===== src/evts_cfg.svh =====
`ifndef EVTS_CFG_SVH
`define EVTS_CFG_SVH

// =====================================================================
// Register offsets
`define EVTS_ADR_STAMP_LAST 4'h6
`define EVTS_ADR_ADJ        4'h7
`define EVTS_ADR_CTL1       4'hE
`define EVTS_ADR_CTL2       4'hF

// =====================================================================
// Field positions
`define EVTS_CTL1_ENABLE     4
`define EVTS_CTL2_BANK       7
`define EVTS_CTL2_VALID      7
`define EVTS_CTL2_SUPPLY     6
`define EVTS_CTL2_OSC        5
`define EVTS_CTL2_PON        4
`define EVTS_CTL2_EVFLAG     3
`define EVTS_SRC_BIT         7

// =====================================================================
// Reset values
`define EVTS_RST_PON         1'b1
`define EVTS_RST_OSC         1'b1

// =====================================================================
// BCD field masks, seconds through year
`define EVTS_MASK_SEC        8'h7F
`define EVTS_MASK_MIN        8'h7F
`define EVTS_MASK_HOUR       8'h3F
`define EVTS_MASK_WDAY       8'h07
`define EVTS_MASK_MDAY       8'h3F
`define EVTS_MASK_MON        8'h1F
`define EVTS_MASK_YEAR       8'hFF

// =====================================================================
// Timing
`define EVTS_CLK_MHZ         125
`define EVTS_SIMUL_WIN_US    7800
`define EVTS_DEBOUNCE_US     1000
`define EVTS_SIMUL_WIN_CYC   (`EVTS_SIMUL_WIN_US * `EVTS_CLK_MHZ)
`define EVTS_DEBOUNCE_CYC    (`EVTS_DEBOUNCE_US * `EVTS_CLK_MHZ)

`endif


===== src/evts_pkg.sv =====
`default_nettype none
package evts_pkg;

  typedef enum logic [2:0] {
    ST_IDLE = 3'b001,
    ST_WAIT = 3'b010,
    ST_DONE = 3'b100
  } evts_fsm_t;

  typedef struct packed {
    logic        seen_low;
    logic        run;
    logic [19:0] cnt;
    logic        confirm;
  } evts_deb_t;

  typedef struct packed {
    evts_fsm_t       fsm;
    logic [7:0]      ctl1;
    logic [7:0]      adj;
    logic            bank;
    logic            valid;
    logic            supply;
    logic            osc;
    logic            power_on_flag;
    logic            evflag;
    logic [1:0]      src;
    logic [19:0]     win_cnt;
    logic [6:0][7:0] stamps;
    logic [7:0]      rdata;
  } evts_state_t;

endpackage
`default_nettype wire


===== src/evts_debounce.sv =====
`timescale 1ns/100ps
`include "evts_cfg.svh"
`default_nettype none
module evts_debounce #(
  parameter logic [19:0] DEB_CYC = 20'(`EVTS_DEBOUNCE_CYC)
) (
  input  wire logic clk,
  input  wire logic rst_n,
  input  wire logic arm,
  input  wire logic pin,
  output var  logic confirm
);

  evts_pkg::evts_deb_t s_q;
  evts_pkg::evts_deb_t s_d;

  // =====================================================================
  // Edge qualify and debounce
  always_comb begin
    s_d = s_q;
    s_d.confirm = 1'b0;
    if (!arm) begin
      s_d.seen_low = 1'b0;
      s_d.run = 1'b0;
      s_d.cnt = 20'h00000;
    end else if (!pin) begin
      s_d.seen_low = 1'b1;
      s_d.run = 1'b0;
      s_d.cnt = 20'h00000;
    end else if (s_q.seen_low && !s_q.run) begin
      s_d.run = 1'b1;
      s_d.seen_low = 1'b0;
      s_d.cnt = 20'h00000;
    end else if (s_q.run) begin
      if (s_q.cnt == (DEB_CYC - 20'h00001)) begin
        s_d.confirm = 1'b1;
        s_d.run = 1'b0;
      end else begin
        s_d.cnt = s_q.cnt + 20'h00001;
      end
    end
  end

  always_ff @(posedge clk) begin
    if (!rst_n) begin
      s_q <= '0;
    end else begin
      s_q <= s_d;
    end
  end

  assign confirm = s_q.confirm;

endmodule
`default_nettype wire


===== src/evts_capture.sv =====
// Design decision made here: the plain strobed port.
`timescale 1ns/100ps
`include "evts_cfg.svh"
`default_nettype none
module evts_capture #(
  parameter logic [19:0] SIMUL_WIN_CYC = 20'(`EVTS_SIMUL_WIN_CYC),
  parameter logic [19:0] DEBOUNCE_CYC  = 20'(`EVTS_DEBOUNCE_CYC)
) (
  input  wire logic       clk,
  input  wire logic       rst_n,
  input  wire logic [3:0] addr,
  input  wire logic [7:0] wdata,
  input  wire logic       wr,
  input  wire logic       rd,
  output var  logic [7:0] rdata,
  input  wire logic       event_input_a,
  input  wire logic       event_input_b,
  input  wire logic       osc_stop_event,
  input  wire logic       supply_drop_event,
  input  wire logic [7:0] live_sec,
  input  wire logic [7:0] live_min,
  input  wire logic [7:0] live_hour,
  input  wire logic [7:0] live_wday,
  input  wire logic [7:0] live_mday,
  input  wire logic [7:0] live_mon,
  input  wire logic [7:0] live_year,
  output var  logic [7:0] adj_value,
  output var  logic [7:0] ctl1_value,
  output var  logic       bank_sel,
  output var  logic       int_o,
  output var  logic       int_oe_n
);

  evts_pkg::evts_state_t s_q;
  evts_pkg::evts_state_t s_d;

  logic [1:0] confirm;
  logic [1:0] pins;
  logic       arm;

  // =====================================================================
  // Helpers
  function automatic logic [7:0] ctl2_read(input evts_pkg::evts_state_t s);
    logic [7:0] v;
    v = 8'h00;
    v[`EVTS_CTL2_VALID]  = s.valid;
    v[`EVTS_CTL2_SUPPLY] = s.supply;
    v[`EVTS_CTL2_OSC]    = s.osc;
    v[`EVTS_CTL2_PON]    = s.power_on_flag;
    v[`EVTS_CTL2_EVFLAG] = s.evflag;
    return v;
  endfunction

  function automatic logic [7:0] live_field(input logic [2:0] idx,
                                            input logic [55:0] live);
    logic [7:0] v;
    v = 8'h00;
    unique case (idx)
      3'h0: v = live[7:0];
      3'h1: v = live[15:8];
      3'h2: v = live[23:16];
      3'h3: v = live[31:24];
      3'h4: v = live[39:32];
      3'h5: v = live[47:40];
      3'h6: v = live[55:48];
      3'h7: v = 8'h00;
    endcase
    return v;
  endfunction

  function automatic logic [7:0] field_mask(input logic [2:0] idx);
    logic [7:0] m;
    m = 8'h00;
    unique case (idx)
      3'h0: m = `EVTS_MASK_SEC;
      3'h1: m = `EVTS_MASK_MIN;
      3'h2: m = `EVTS_MASK_HOUR;
      3'h3: m = `EVTS_MASK_WDAY;
      3'h4: m = `EVTS_MASK_MDAY;
      3'h5: m = `EVTS_MASK_MON;
      3'h6: m = `EVTS_MASK_YEAR;
      3'h7: m = 8'h00;
    endcase
    return m;
  endfunction

  // =====================================================================
  // Read decode, unmapped offsets read zero
  function automatic logic [7:0] reg_read(input logic [3:0]            a,
                                          input evts_pkg::evts_state_t s,
                                          input logic [55:0]           lv);
    logic [7:0] v;
    v = 8'h00;
    if (a <= `EVTS_ADR_STAMP_LAST) begin
      if (s.bank) begin
        v = s.stamps[a[2:0]];
      end else begin
        v = live_field(a[2:0], lv);
      end
    end else if (a == `EVTS_ADR_ADJ) begin
      v = s.adj;
    end else if (a == `EVTS_ADR_CTL1) begin
      v = s.ctl1;
    end else if (a == `EVTS_ADR_CTL2) begin
      v = ctl2_read(s);
    end
    return v;
  endfunction

  // =====================================================================
  // Timestamp image of the live calendar
  function automatic logic [6:0][7:0] stamp_load(input logic [55:0] lv,
                                                 input logic [1:0]  src);
    logic [6:0][7:0] t;
    t = '0;
    for (int i = 0; i < 7; i++) begin
      t[i] = live_field(3'(i), lv) & field_mask(3'(i));
    end
    t[0][`EVTS_SRC_BIT] = src[0];
    t[1][`EVTS_SRC_BIT] = src[1];
    return t;
  endfunction

  // =====================================================================
  // Control 2 write, flags clear on zero
  function automatic evts_pkg::evts_state_t ctl2_write(input evts_pkg::evts_state_t s,
                                                       input logic [7:0]            d);
    evts_pkg::evts_state_t r;
    r = s;
    r.bank = d[`EVTS_CTL2_BANK];
    if (!d[`EVTS_CTL2_PON]) begin
      r.power_on_flag = 1'b0;
    end
    if (!d[`EVTS_CTL2_OSC]) begin
      r.osc = 1'b0;
    end
    if (!d[`EVTS_CTL2_SUPPLY]) begin
      r.supply = 1'b0;
    end
    if (!d[`EVTS_CTL2_EVFLAG]) begin
      r.evflag = 1'b0;
    end
    return r;
  endfunction

  // =====================================================================
  // Live calendar, seconds in the low byte
  wire logic [55:0] live;
  assign live[7:0]   = live_sec;
  assign live[15:8]  = live_min;
  assign live[23:16] = live_hour;
  assign live[31:24] = live_wday;
  assign live[39:32] = live_mday;
  assign live[47:40] = live_mon;
  assign live[55:48] = live_year;

  // =====================================================================
  // Input debouncers
  // detection gated by enable
  assign arm  = s_q.ctl1[`EVTS_CTL1_ENABLE] && (s_q.fsm != evts_pkg::ST_DONE) && !s_q.evflag;
  assign pins = {event_input_b, event_input_a};

  genvar gi;
  generate
    for (gi = 0; gi < 2; gi++) begin : g_deb
      evts_debounce #(
        .DEB_CYC (DEBOUNCE_CYC)
      ) u_deb (
        .clk     (clk),
        .rst_n   (rst_n),
        .arm     (arm),
        .pin     (pins[gi]),
        .confirm (confirm[gi])
      );
    end
  endgenerate

  // =====================================================================
  // Next state
  always_comb begin
    logic en_rise;
    en_rise = 1'b0;
    s_d = s_q;

    // ---------------------------------------------------------------
    // Register read, data in the next cycle
    if (rd) begin
      s_d.rdata = reg_read(addr, s_q, live);
    end

    // ---------------------------------------------------------------
    // Register write
    if (wr) begin
      if (addr == `EVTS_ADR_ADJ) begin
        s_d.adj = wdata;
      end else if (addr == `EVTS_ADR_CTL1) begin
        s_d.ctl1 = wdata;
        en_rise = !s_q.ctl1[`EVTS_CTL1_ENABLE] && wdata[`EVTS_CTL1_ENABLE];
        if (!wdata[`EVTS_CTL1_ENABLE]) begin
          s_d.stamps = '0;
          s_d.src = 2'b00;
          s_d.valid = 1'b0;
          s_d.win_cnt = 20'h00000;
          s_d.fsm = evts_pkg::ST_IDLE;
        end
        if (en_rise) begin
          s_d.fsm = evts_pkg::ST_IDLE;
          s_d.src = 2'b00;
          s_d.win_cnt = 20'h00000;
        end
      end else if (addr == `EVTS_ADR_CTL2) begin
        s_d = ctl2_write(s_d, wdata);
      end
    end

    // ---------------------------------------------------------------
    // Detector flags, set wins over clear
    if (osc_stop_event) begin
      s_d.osc = 1'b1;
    end
    if (supply_drop_event) begin
      s_d.supply = 1'b1;
    end

    // ---------------------------------------------------------------
    // Capture sequencer
    if (s_d.ctl1[`EVTS_CTL1_ENABLE] && !en_rise) begin
      unique case (s_q.fsm)
        evts_pkg::ST_IDLE: begin
          if ((confirm != 2'b00) && !s_q.evflag) begin
            s_d.src = confirm;
            s_d.win_cnt = 20'h00000;
            s_d.fsm = evts_pkg::ST_WAIT;
          end
        end
        evts_pkg::ST_WAIT: begin
          s_d.src = s_q.src | confirm;
          if (s_q.win_cnt == (SIMUL_WIN_CYC - 20'h00001)) begin
            s_d.evflag = 1'b1;
            s_d.fsm = evts_pkg::ST_DONE;
            s_d.stamps = stamp_load(live, s_d.src);
            s_d.valid = !s_d.osc && !s_d.supply;
          end else begin
            s_d.win_cnt = s_q.win_cnt + 20'h00001;
          end
        end
        evts_pkg::ST_DONE: begin
          s_d.fsm = evts_pkg::ST_DONE;
        end
      endcase
    end

    // ---------------------------------------------------------------
    // power-on flag forces zeros
    if (s_d.power_on_flag) begin
      s_d.ctl1 = 8'h00;
      s_d.adj = 8'h00;
      s_d.bank = 1'b0;
      s_d.valid = 1'b0;
      s_d.evflag = 1'b0;
      s_d.stamps = '0;
      s_d.src = 2'b00;
      s_d.win_cnt = 20'h00000;
      s_d.fsm = evts_pkg::ST_IDLE;
    end
  end

  // =====================================================================
  // State register
  always_ff @(posedge clk) begin
    if (!rst_n) begin
      s_q.fsm     <= evts_pkg::ST_IDLE;
      s_q.ctl1    <= 8'h00;
      s_q.adj     <= 8'h00;
      s_q.bank    <= 1'b0;
      s_q.valid   <= 1'b0;
      s_q.supply  <= 1'b0;
      s_q.osc     <= `EVTS_RST_OSC;
      s_q.power_on_flag     <= `EVTS_RST_PON;
      s_q.evflag  <= 1'b0;
      s_q.src     <= 2'b00;
      s_q.win_cnt <= 20'h00000;
      s_q.stamps  <= '0;
      s_q.rdata   <= 8'h00;
    end else begin
      s_q <= s_d;
    end
  end

  // =====================================================================
  // Outputs
  assign rdata      = s_q.rdata;
  assign adj_value  = s_q.adj;
  assign ctl1_value = s_q.ctl1;
  assign bank_sel   = s_q.bank;
  assign int_o      = 1'b0;
  assign int_oe_n   = !(s_q.evflag && !s_q.power_on_flag);

endmodule
`default_nettype wire


===== config.mk =====
export PLATFORM = sky130hd
export DESIGN_NAME = evts_capture
export DESIGN_NICKNAME = d
export VERILOG_FILES = /design/src/evts_pkg.sv /design/src/evts_debounce.sv /design/src/evts_capture.sv
export VERILOG_INCLUDE_DIRS = /design/src
export SDC_FILE = /design/constraint.sdc
export NUM_CORES = 1
export LEC_CHECK = 0
export ABC_AREA = 1
export BUFFER_PORTS_ARGS = -buffer_cell sky130_fd_sc_hd__buf_2
export CAP_MARGIN = 25
export CORE_MARGIN = 2
export CORE_UTILIZATION = 45
export DETAILED_ROUTE_END_ITERATION = 8
export SKIP_CTS_REPAIR_TIMING = 1
export SLEW_MARGIN = 20
export SYNTH_ARGS = -nofsm -noshare
export SYNTH_HDL_FRONTEND = slang
export SYNTH_SLANG_ARGS = --single-unit

===== constraint.sdc =====
create_clock -name clk -period 4.4 [get_ports clk]
set_input_delay 0.44 -clock clk [delete_from_list [all_inputs] [get_ports clk]]
set_output_delay 0.44 -clock clk [all_outputs]
set_load 0.05 [all_outputs]

==> Word-level counts from Yosys, hierarchy flattened <==
Cells that the tools add are included.
{ "op_classes": {"multipliers": 0, "n_mux": 99, "n_bitwise": 18, "add_sub_neg": 3, "n_reduce_logical": 33, "div": 0, "magnitude_cmp": 2, "shift": 0, "n_eq_ne": 19} }
{ "op_table": {"columns": ["cell", "count"], "rows": [
  ["2-to-1 mux 8 bit", 36],
  ["2-to-1 mux 92 bit", 2],
  ["2-to-1 mux 78 bit", 2],
  ["2-to-1 mux 22 bit", 6],
  ["2-to-1 mux 56 bit", 2],
  ["2-to-1 mux 111 bit", 1],
  ["2-to-1 mux 79 bit", 1],
  ["one-hot mux 8 bit (8 select lines)", 1],
  ["2-to-1 mux 7 bit", 9],
  ["adder 20 x 1 -> 20 bit, second input constant", 3],
  ["2-to-1 mux 20 bit", 3],
  ["one-hot mux 22 bit (2 select lines)", 1],
  ["2-to-1 mux 21 bit", 2],
  ["bitwise AND 8 bit", 5],
  ["== test 20 x 17 -> 1 bit, second input constant", 2],
  ["binary-select mux 8 bit (select 3 bit)", 1],
  ["2-to-1 mux 1 bit", 23],
  ["2-to-1 mux 11 bit", 2],
  ["== test 20 bit, second input constant", 1],
  ["== test 3 bit, second input constant", 5],
  ["2-to-1 mux 3 bit", 5],
  ["bitwise AND 7 bit", 2],
  ["NOT 1 bit", 10],
  ["OR reduction 5 bit", 2],
  ["20 further kinds", 47]
]} }
{ "word_totals": {"out_inout_bits": 27, "latch_bits": 0, "ram_bits": 0, "reg_bits": 157, "memories": 0, "mem_bits_ro": 0, "word_cells": 202} }

==> Depth between registers and ports, before layout <==
{ "depth": {"ltp_word": 16, "depth_mapped": 12} }

==> Hierarchy <==
A second synthesis with hierarchy kept.
{ "unflattened": {"hier_cells": 1439, "hier_area_um2": 9043.7} }
{ "modules_own_cells": {"columns": ["module", "cells_per_inst", "seq_area_each_um2", "area_each_um2", "n_inst"], "rows": [
  ["evts_capture", 976, 2222.1, 6183.4, 1],
  ["evts_debounce (g_deb[0].u_deb)", 249, 460.4, 1488.9, 1],
  ["evts_debounce (g_deb[1].u_deb)", 214, 460.4, 1371.3, 1]
]} }

==> Worst setup path after synthesis <==
Ideal clock, no wire load.
{ "synth_timing": {"kind": "register to register", "startpoint": "register s_q[64] (netlist name)", "endpoint": "register s_q[18] (netlist name)", "stages_incl_launch_ff": 13, "setup_ns": 0.132, "slack_ns": 2.665, "period_less_slack_ns": 1.735, "required_time_ns": 4.268, "t_arrival_ns": 1.603, "cell_sequence": "dfxtp_1 -> ha_1 -> nand2_1 -> inv_1 -> nand3_1 -> nor2_1 -> nand3_1 -> nor2_2 -> buf_6 -> clkinv_2 -> buf_6 -> nor2_1 -> nor3_1"} }
{ "synth_between": {"elab_chain_cells": 4} }
{ "synth_rtl": {"columns": ["element", "line", "rtl"], "rows": [
  ["start: declaration", "evts_capture.sv:34", "evts_pkg::evts_state_t s_q;"],
  ["== test 20 bit", "evts_capture.sv:238", "if (s_q.win_cnt == (SIMUL_WIN_CYC - 20'h00001)) begin"],
  ["2-to-1 mux 56 bit", "evts_capture.sv:238", null],
  ["2-to-1 mux 56 bit", "evts_capture.sv:228", "unique case (s_q.fsm)"],
  ["2-to-1 mux 79 bit", "evts_capture.sv:227", "if (s_d.ctl1[`EVTS_CTL1_ENABLE] && !en_rise) begin"]
]} }
Every way passes these cells.
A chain may end at the register's enable or synchronous reset.

==> Worst setup path after layout <==
{ "layout_timing": {"startpoint": "input port addr[0]", "endpoint": "register s_q[39] (netlist name)"} }
{ "layout_between": {"elab_chain_cells": 7, "word_cells_on_any_way": 19, "classes_between": "eq/ne: 3; mux: 13; reduce/logical: 3"} }
{ "layout_rtl": {"columns": ["element", "line", "rtl"], "rows": [
  ["start: declaration", "evts_capture.sv:11", "input wire logic [3:0] addr,"],
  ["== test 4 bit (no line)", null, null],
  ["2-to-1 mux 78 bit or 2-to-1 mux 1 bit (tied branches)", "evts_capture.sv:196", "end else if (addr == `EVTS_ADR_CTL1) begin"],
  ["2-to-1 mux 92 bit or 2-to-1 mux 1 bit (tied branches)", "evts_capture.sv:194", "if (addr == `EVTS_ADR_ADJ) begin"],
  ["2-to-1 mux 111 bit or 2-to-1 mux 1 bit (tied branches)", "evts_capture.sv:193", "if (wr) begin"],
  ["2-to-1 mux 56 bit or zero test 1 bit (tied branches)", "evts_capture.sv:238, evts_capture.sv:227", null],
  ["2-to-1 mux 56 bit or logical AND 1 bit (tied branches)", "evts_capture.sv:228, evts_capture.sv:227", null],
  ["2-to-1 mux 79 bit", "evts_capture.sv:227", null]
]} }
Parallel ways exist; a longest one is shown, timed or not. The select of a mux whose other input is x is not followed.

==> tab_implementation.tex <==
\begin{tabular}{lr}
\hline
Metric & Value \\
\hline
\multicolumn{2}{l}{\textbf{Status}} \\
Status & complete, no violations \\
\multicolumn{2}{l}{\textbf{Timing}} \\
Tightest slew margin relative to the limit & roughly two fifths \\
Minimum clock period after layout & 2700 ps \\
Peak clock frequency supported by timing & between 0.3 and 0.4 GHz \\
Skew final & 10.78 ps \\
Slew at the pin closest to its max-slew limit & 897.3 ps \\
Tightest hold margin & 280.8 ps \\
Setup repair after global routing missed its margin & false \\
Max-slew violations & 0 \\
Count of final setup violators & 0 \\
Sum of negative setup slack & 0 ps \\
Final number of hold-violating endpoints & 0 \\
Final worst path period share & 61.36\% \\
\multicolumn{2}{l}{\textbf{Routing}} \\
First drt pass iteration count & 5 \\
Routed len/inst & 14.31 um \\
ANT nets after route & 0 \\
Initial detailed-routing violation count & 493 \\
Routed wire length & 24100 um \\
Via count of the routed design & 8742 \\
DR DRC count & 0 \\
Detailed-route vias per instance & 5.191 \\
\multicolumn{2}{l}{\textbf{Yosys}} \\
Netlist Area Pre-Place & 8711 sq um \\
Post-synthesis async set-or-reset flop share & 0\% \\
Synthesized Nets & 1434 \\
Xor and xnor area share after synthesis & 3.217\% \\
Synth warnings & 0 \\
Synthesized instance count & 1355 \\
Unique cell type count in the Yosys netlist & 46 \\
Multiplexer fraction of the synthesized cell area & 0\% \\
Area fraction in and, or, nand and nor cells after synthesis & $\sim$37\% \\
Seq/Total Area, Yosys & 36.08\% \\
Main combinational cell family by area after synthesis & simple AND/OR/NAND/NOR gates \\
Arithmetic-cell share of the synthesized area counting full adders, half adders and majority gates & less than 1\% \\
Top flip-flop cell by instance count after synthesis & sky130\_fd\_sc\_hd\_\_dfxtp\_1 \\
Synthesized-area fraction occupied by ao, oa, aoi and oai cells & 12.24\% \\
Number of storage elements in the synthesis netlist & 157 \\
Mean instance size in the synthesized netlist & 6.429 sq um \\
Number of synthesized flops with an enable pin & 0 \\
\multicolumn{2}{l}{\textbf{Floorplan}} \\
X dimension of the die & about 140 um \\
Overall die height & 143.1 um \\
Std-Cell Rows & 50 \\
IO Pins & just over 100 \\
Initial core utilization & 46.26\% \\
Die footprint & roughly 20000 sq um \\
Std-Cell Core Area & 18830 sq um \\
\multicolumn{2}{l}{\textbf{Layout}} \\
Fraction of final layout cells sized beyond drive strength 1 & 12.43\% \\
Diode count & 0 \\
Finished layout cell area & a little under 10000 sq um \\
Util after Layout & 52.14\% \\
Net count of the finished layout & 1490 \\
Layout overhead on the synthesized area & 12.71\% \\
\multicolumn{2}{l}{\textbf{Setup path}} \\
Arrival time worst endpoint & around 3000 ps \\
Slowest library cell on the worst path & sky130\_fd\_sc\_hd\_\_nor2\_4 \\
Critical path fanouts, max & 26 \\
Required time at the worst-slack endpoint & about 4700 ps \\
Maximum cell stage delay along the critical path & 540 ps \\
Chain of cells forming the critical path & buf\_2 > inv\_2 > nand2\_2 > nor2\_8 > nand3\_4 > nand2\_4 > nor2\_4 > nor2\_4 > inv\_2 > nor3\_1 \\
Kind of end point of the critical path & flop \\
Category of the worst setup path launch point & input pin \\
Class of the most critical setup path & in2reg \\
\multicolumn{2}{l}{\textbf{Place}} \\
PortBufs & 101 \\
Post-place instance area & 9200 sq um \\
Half-perimeter wire length after placement & 17010 um \\
Weighted congestion reported at the end of routability-driven placement & 0.8805 \\
\multicolumn{2}{l}{\textbf{GRT}} \\
Total routing resource utilization after global routing & around a quarter \\
Initial antenna violation count & 0 \\
Wire length of the first global-routing pass & 39250 um \\
Largest net degree at the start of global routing & 72 \\
Gr ovfl total & 0 \\
Via count of the first global-routing pass & 7863 \\
\multicolumn{2}{l}{\textbf{Run}} \\
Number of maximum-capacitance violations & 0 \\
\multicolumn{2}{l}{\textbf{Clock tree}} \\
CTS tree & done \\
Buffers from clock root to sink, at most & 2 \\
CTS Root Buffer Type & sky130\_fd\_sc\_hd\_\_clkbuf\_16 \\
Number of sinks driven by the clock tree & 157 \\
Insertion delay of the later-clocked pin in the worst-skew pair & approximately 420 ps \\
Post-CTS clock slew at the launch and capture registers of the worst setup and hold paths & 70 ps \\
Number of CTS-inserted buffers & 17 \\
H-tree depth & 4 \\
\multicolumn{2}{l}{\textbf{Power and ir drop}} \\
Power per unit of standard cell area & 319.3 nW/um\^{}2 \\
Worst VDD drop & 0.2796 mV \\
Power after layout & about 3.1 mW \\
Leakage power & roughly 3.7 nW \\
\multicolumn{2}{l}{\textbf{Worst hold path}} \\
Path class of the lowest-slack min-delay path & in2reg \\
\hline
\end{tabular}
==> metrics by stage <==
stage	worst slack, ps	std cells
floorplan	2665	1355
global placement	1389	1652
detailed placement	1282	1652
CTS	1734	1684
global route	1524	1684
finish	1700	1684
==> cells in the mapped netlist, types with 2 or more instances <==
library cell               number  area share, %
sky130_fd_sc_hd__nor2_4         2           0.26
sky130_fd_sc_hd__nor2_1       111            4.8
sky130_fd_sc_hd__nor2_2         3           0.22
sky130_fd_sc_hd__buf_2         10           0.57
sky130_fd_sc_hd__nor3_1        50            2.9
sky130_fd_sc_hd__clkinv_1       2          0.086
sky130_fd_sc_hd__nor3_2        10            1.1
sky130_fd_sc_hd__nand3_2        3           0.34
sky130_fd_sc_hd__nand2_2        2           0.14
sky130_fd_sc_hd__a31oi_1        2           0.14
sky130_fd_sc_hd__buf_1          7           0.30
sky130_fd_sc_hd__nor4_1         4           0.29
sky130_fd_sc_hd__nand3b_1       2           0.17
sky130_fd_sc_hd__o21ai_0       38            2.2
sky130_fd_sc_hd__o211ai_1       4           0.34
sky130_fd_sc_hd__buf_4         30            2.6
sky130_fd_sc_hd__a221oi_1       6           0.60
sky130_fd_sc_hd__nand4_1       20            1.4
sky130_fd_sc_hd__inv_2          7           0.30
sky130_fd_sc_hd__dfxtp_1      157             36
sky130_fd_sc_hd__buf_6          3           0.39
sky130_fd_sc_hd__a211oi_1       2           0.17
sky130_fd_sc_hd__xor2_1        25            2.5
sky130_fd_sc_hd__xnor2_1        7           0.70
sky130_fd_sc_hd__clkbuf_1      23           0.99
sky130_fd_sc_hd__o22ai_1        4           0.29
sky130_fd_sc_hd__nand2_1      435             19
sky130_fd_sc_hd__inv_1        124            5.3
sky130_fd_sc_hd__a21oi_1      138            7.9
sky130_fd_sc_hd__nand3_1      106            6.1
sky130_fd_sc_hd__ha_1           3           0.43
==> worst max-delay path: cells and delay by family <==
family,cells,cell delay [ps]
and+or+nand+nor,7,1860
buffers and inverters,3,700
==> layout by cell type, fill, tap and decap left out, types with 10 or more instances in the layout <==
| cell type | synthesis | layout |
|---|---|---|
| sky130_fd_sc_hd__a21oi_1 | 138 | 138 |
| sky130_fd_sc_hd__buf_2 | 10 | 101 |
| sky130_fd_sc_hd__clkbuf_16 | 0 | 17 |
| sky130_fd_sc_hd__dfxtp_1 | 157 | 157 |
| sky130_fd_sc_hd__inv_1 | 124 | 124 |
| sky130_fd_sc_hd__nand2_1 | 435 | 434 |
| sky130_fd_sc_hd__nand3_1 | 106 | 106 |
| sky130_fd_sc_hd__nand4_1 | 20 | 20 |
| sky130_fd_sc_hd__nor2_1 | 111 | 111 |
| sky130_fd_sc_hd__nor3_1 | 50 | 50 |
| sky130_fd_sc_hd__nor3_2 | 10 | 10 |
| sky130_fd_sc_hd__o21ai_0 | 38 | 38 |
| sky130_fd_sc_hd__xor2_1 | 25 | 25 |
==> cell type report <==
cell class	instances	area (sq um)
Tap cell	260	325.3
Fill cell	1959	9012
Multi-Input combinational cell	991	4654
Sequential cell	157	3143
Clock buffer	20	456.7
Timing Repair Buffer	110	573.1
Inverter	134	504.2
Clock inverter	12	161.4
==> power by group <==
part           internal (mW)  total (mW)  switching, mW
Sequential              1.43        1.43        0.00257
Combinational         0.0521       0.168          0.116
Clock                  0.927        1.54          0.610
Total                   2.41        3.13          0.729
==> flip-flops by register name, summed over array words and instances, names as in the netlist <==
register	flops
s_q	86
g_deb.u_deb.s_q	44
adj_value	8
ctl1_value	8
rdata	8
g_deb.u_deb.confirm	2
bank_sel	1
==> final timing paths <==
check / start / endpoint / slack [ps] / cells past startpoint
hold reg to reg: s_q[37] / s_q[37] / 460 / 2
hold / removal: live_mday[2] / s_q[42] / 280 / 3
setup reg to reg: s_q[64] / s_q[51] / 1910 / 10
setup / recovery: addr[0] / s_q[39] / 1700 / 10
==> cells by family (layout without fill, tap and decap cells) <==
group                      after synthesis  after routing
buffers and inverters                  207            276
xor gates and xnor gates                32             32
and+or+nand+nor                        755            755
other                                    1              1
AOI/OAI and AO/OA                      200            200
adders and majority gates                3              3
DFF                                    157            157
==> layer usage <==
layer,GRT usage [%],up-vias,wire length [um]
li1,-,4470,-
met1,32.91,4024,11450
met2,38.48,229,11090
met3,3.924,19,1276
met4,6.462,0,284
met5,0,-,0
No activity file was read; power rests on OpenSTA's default activity.
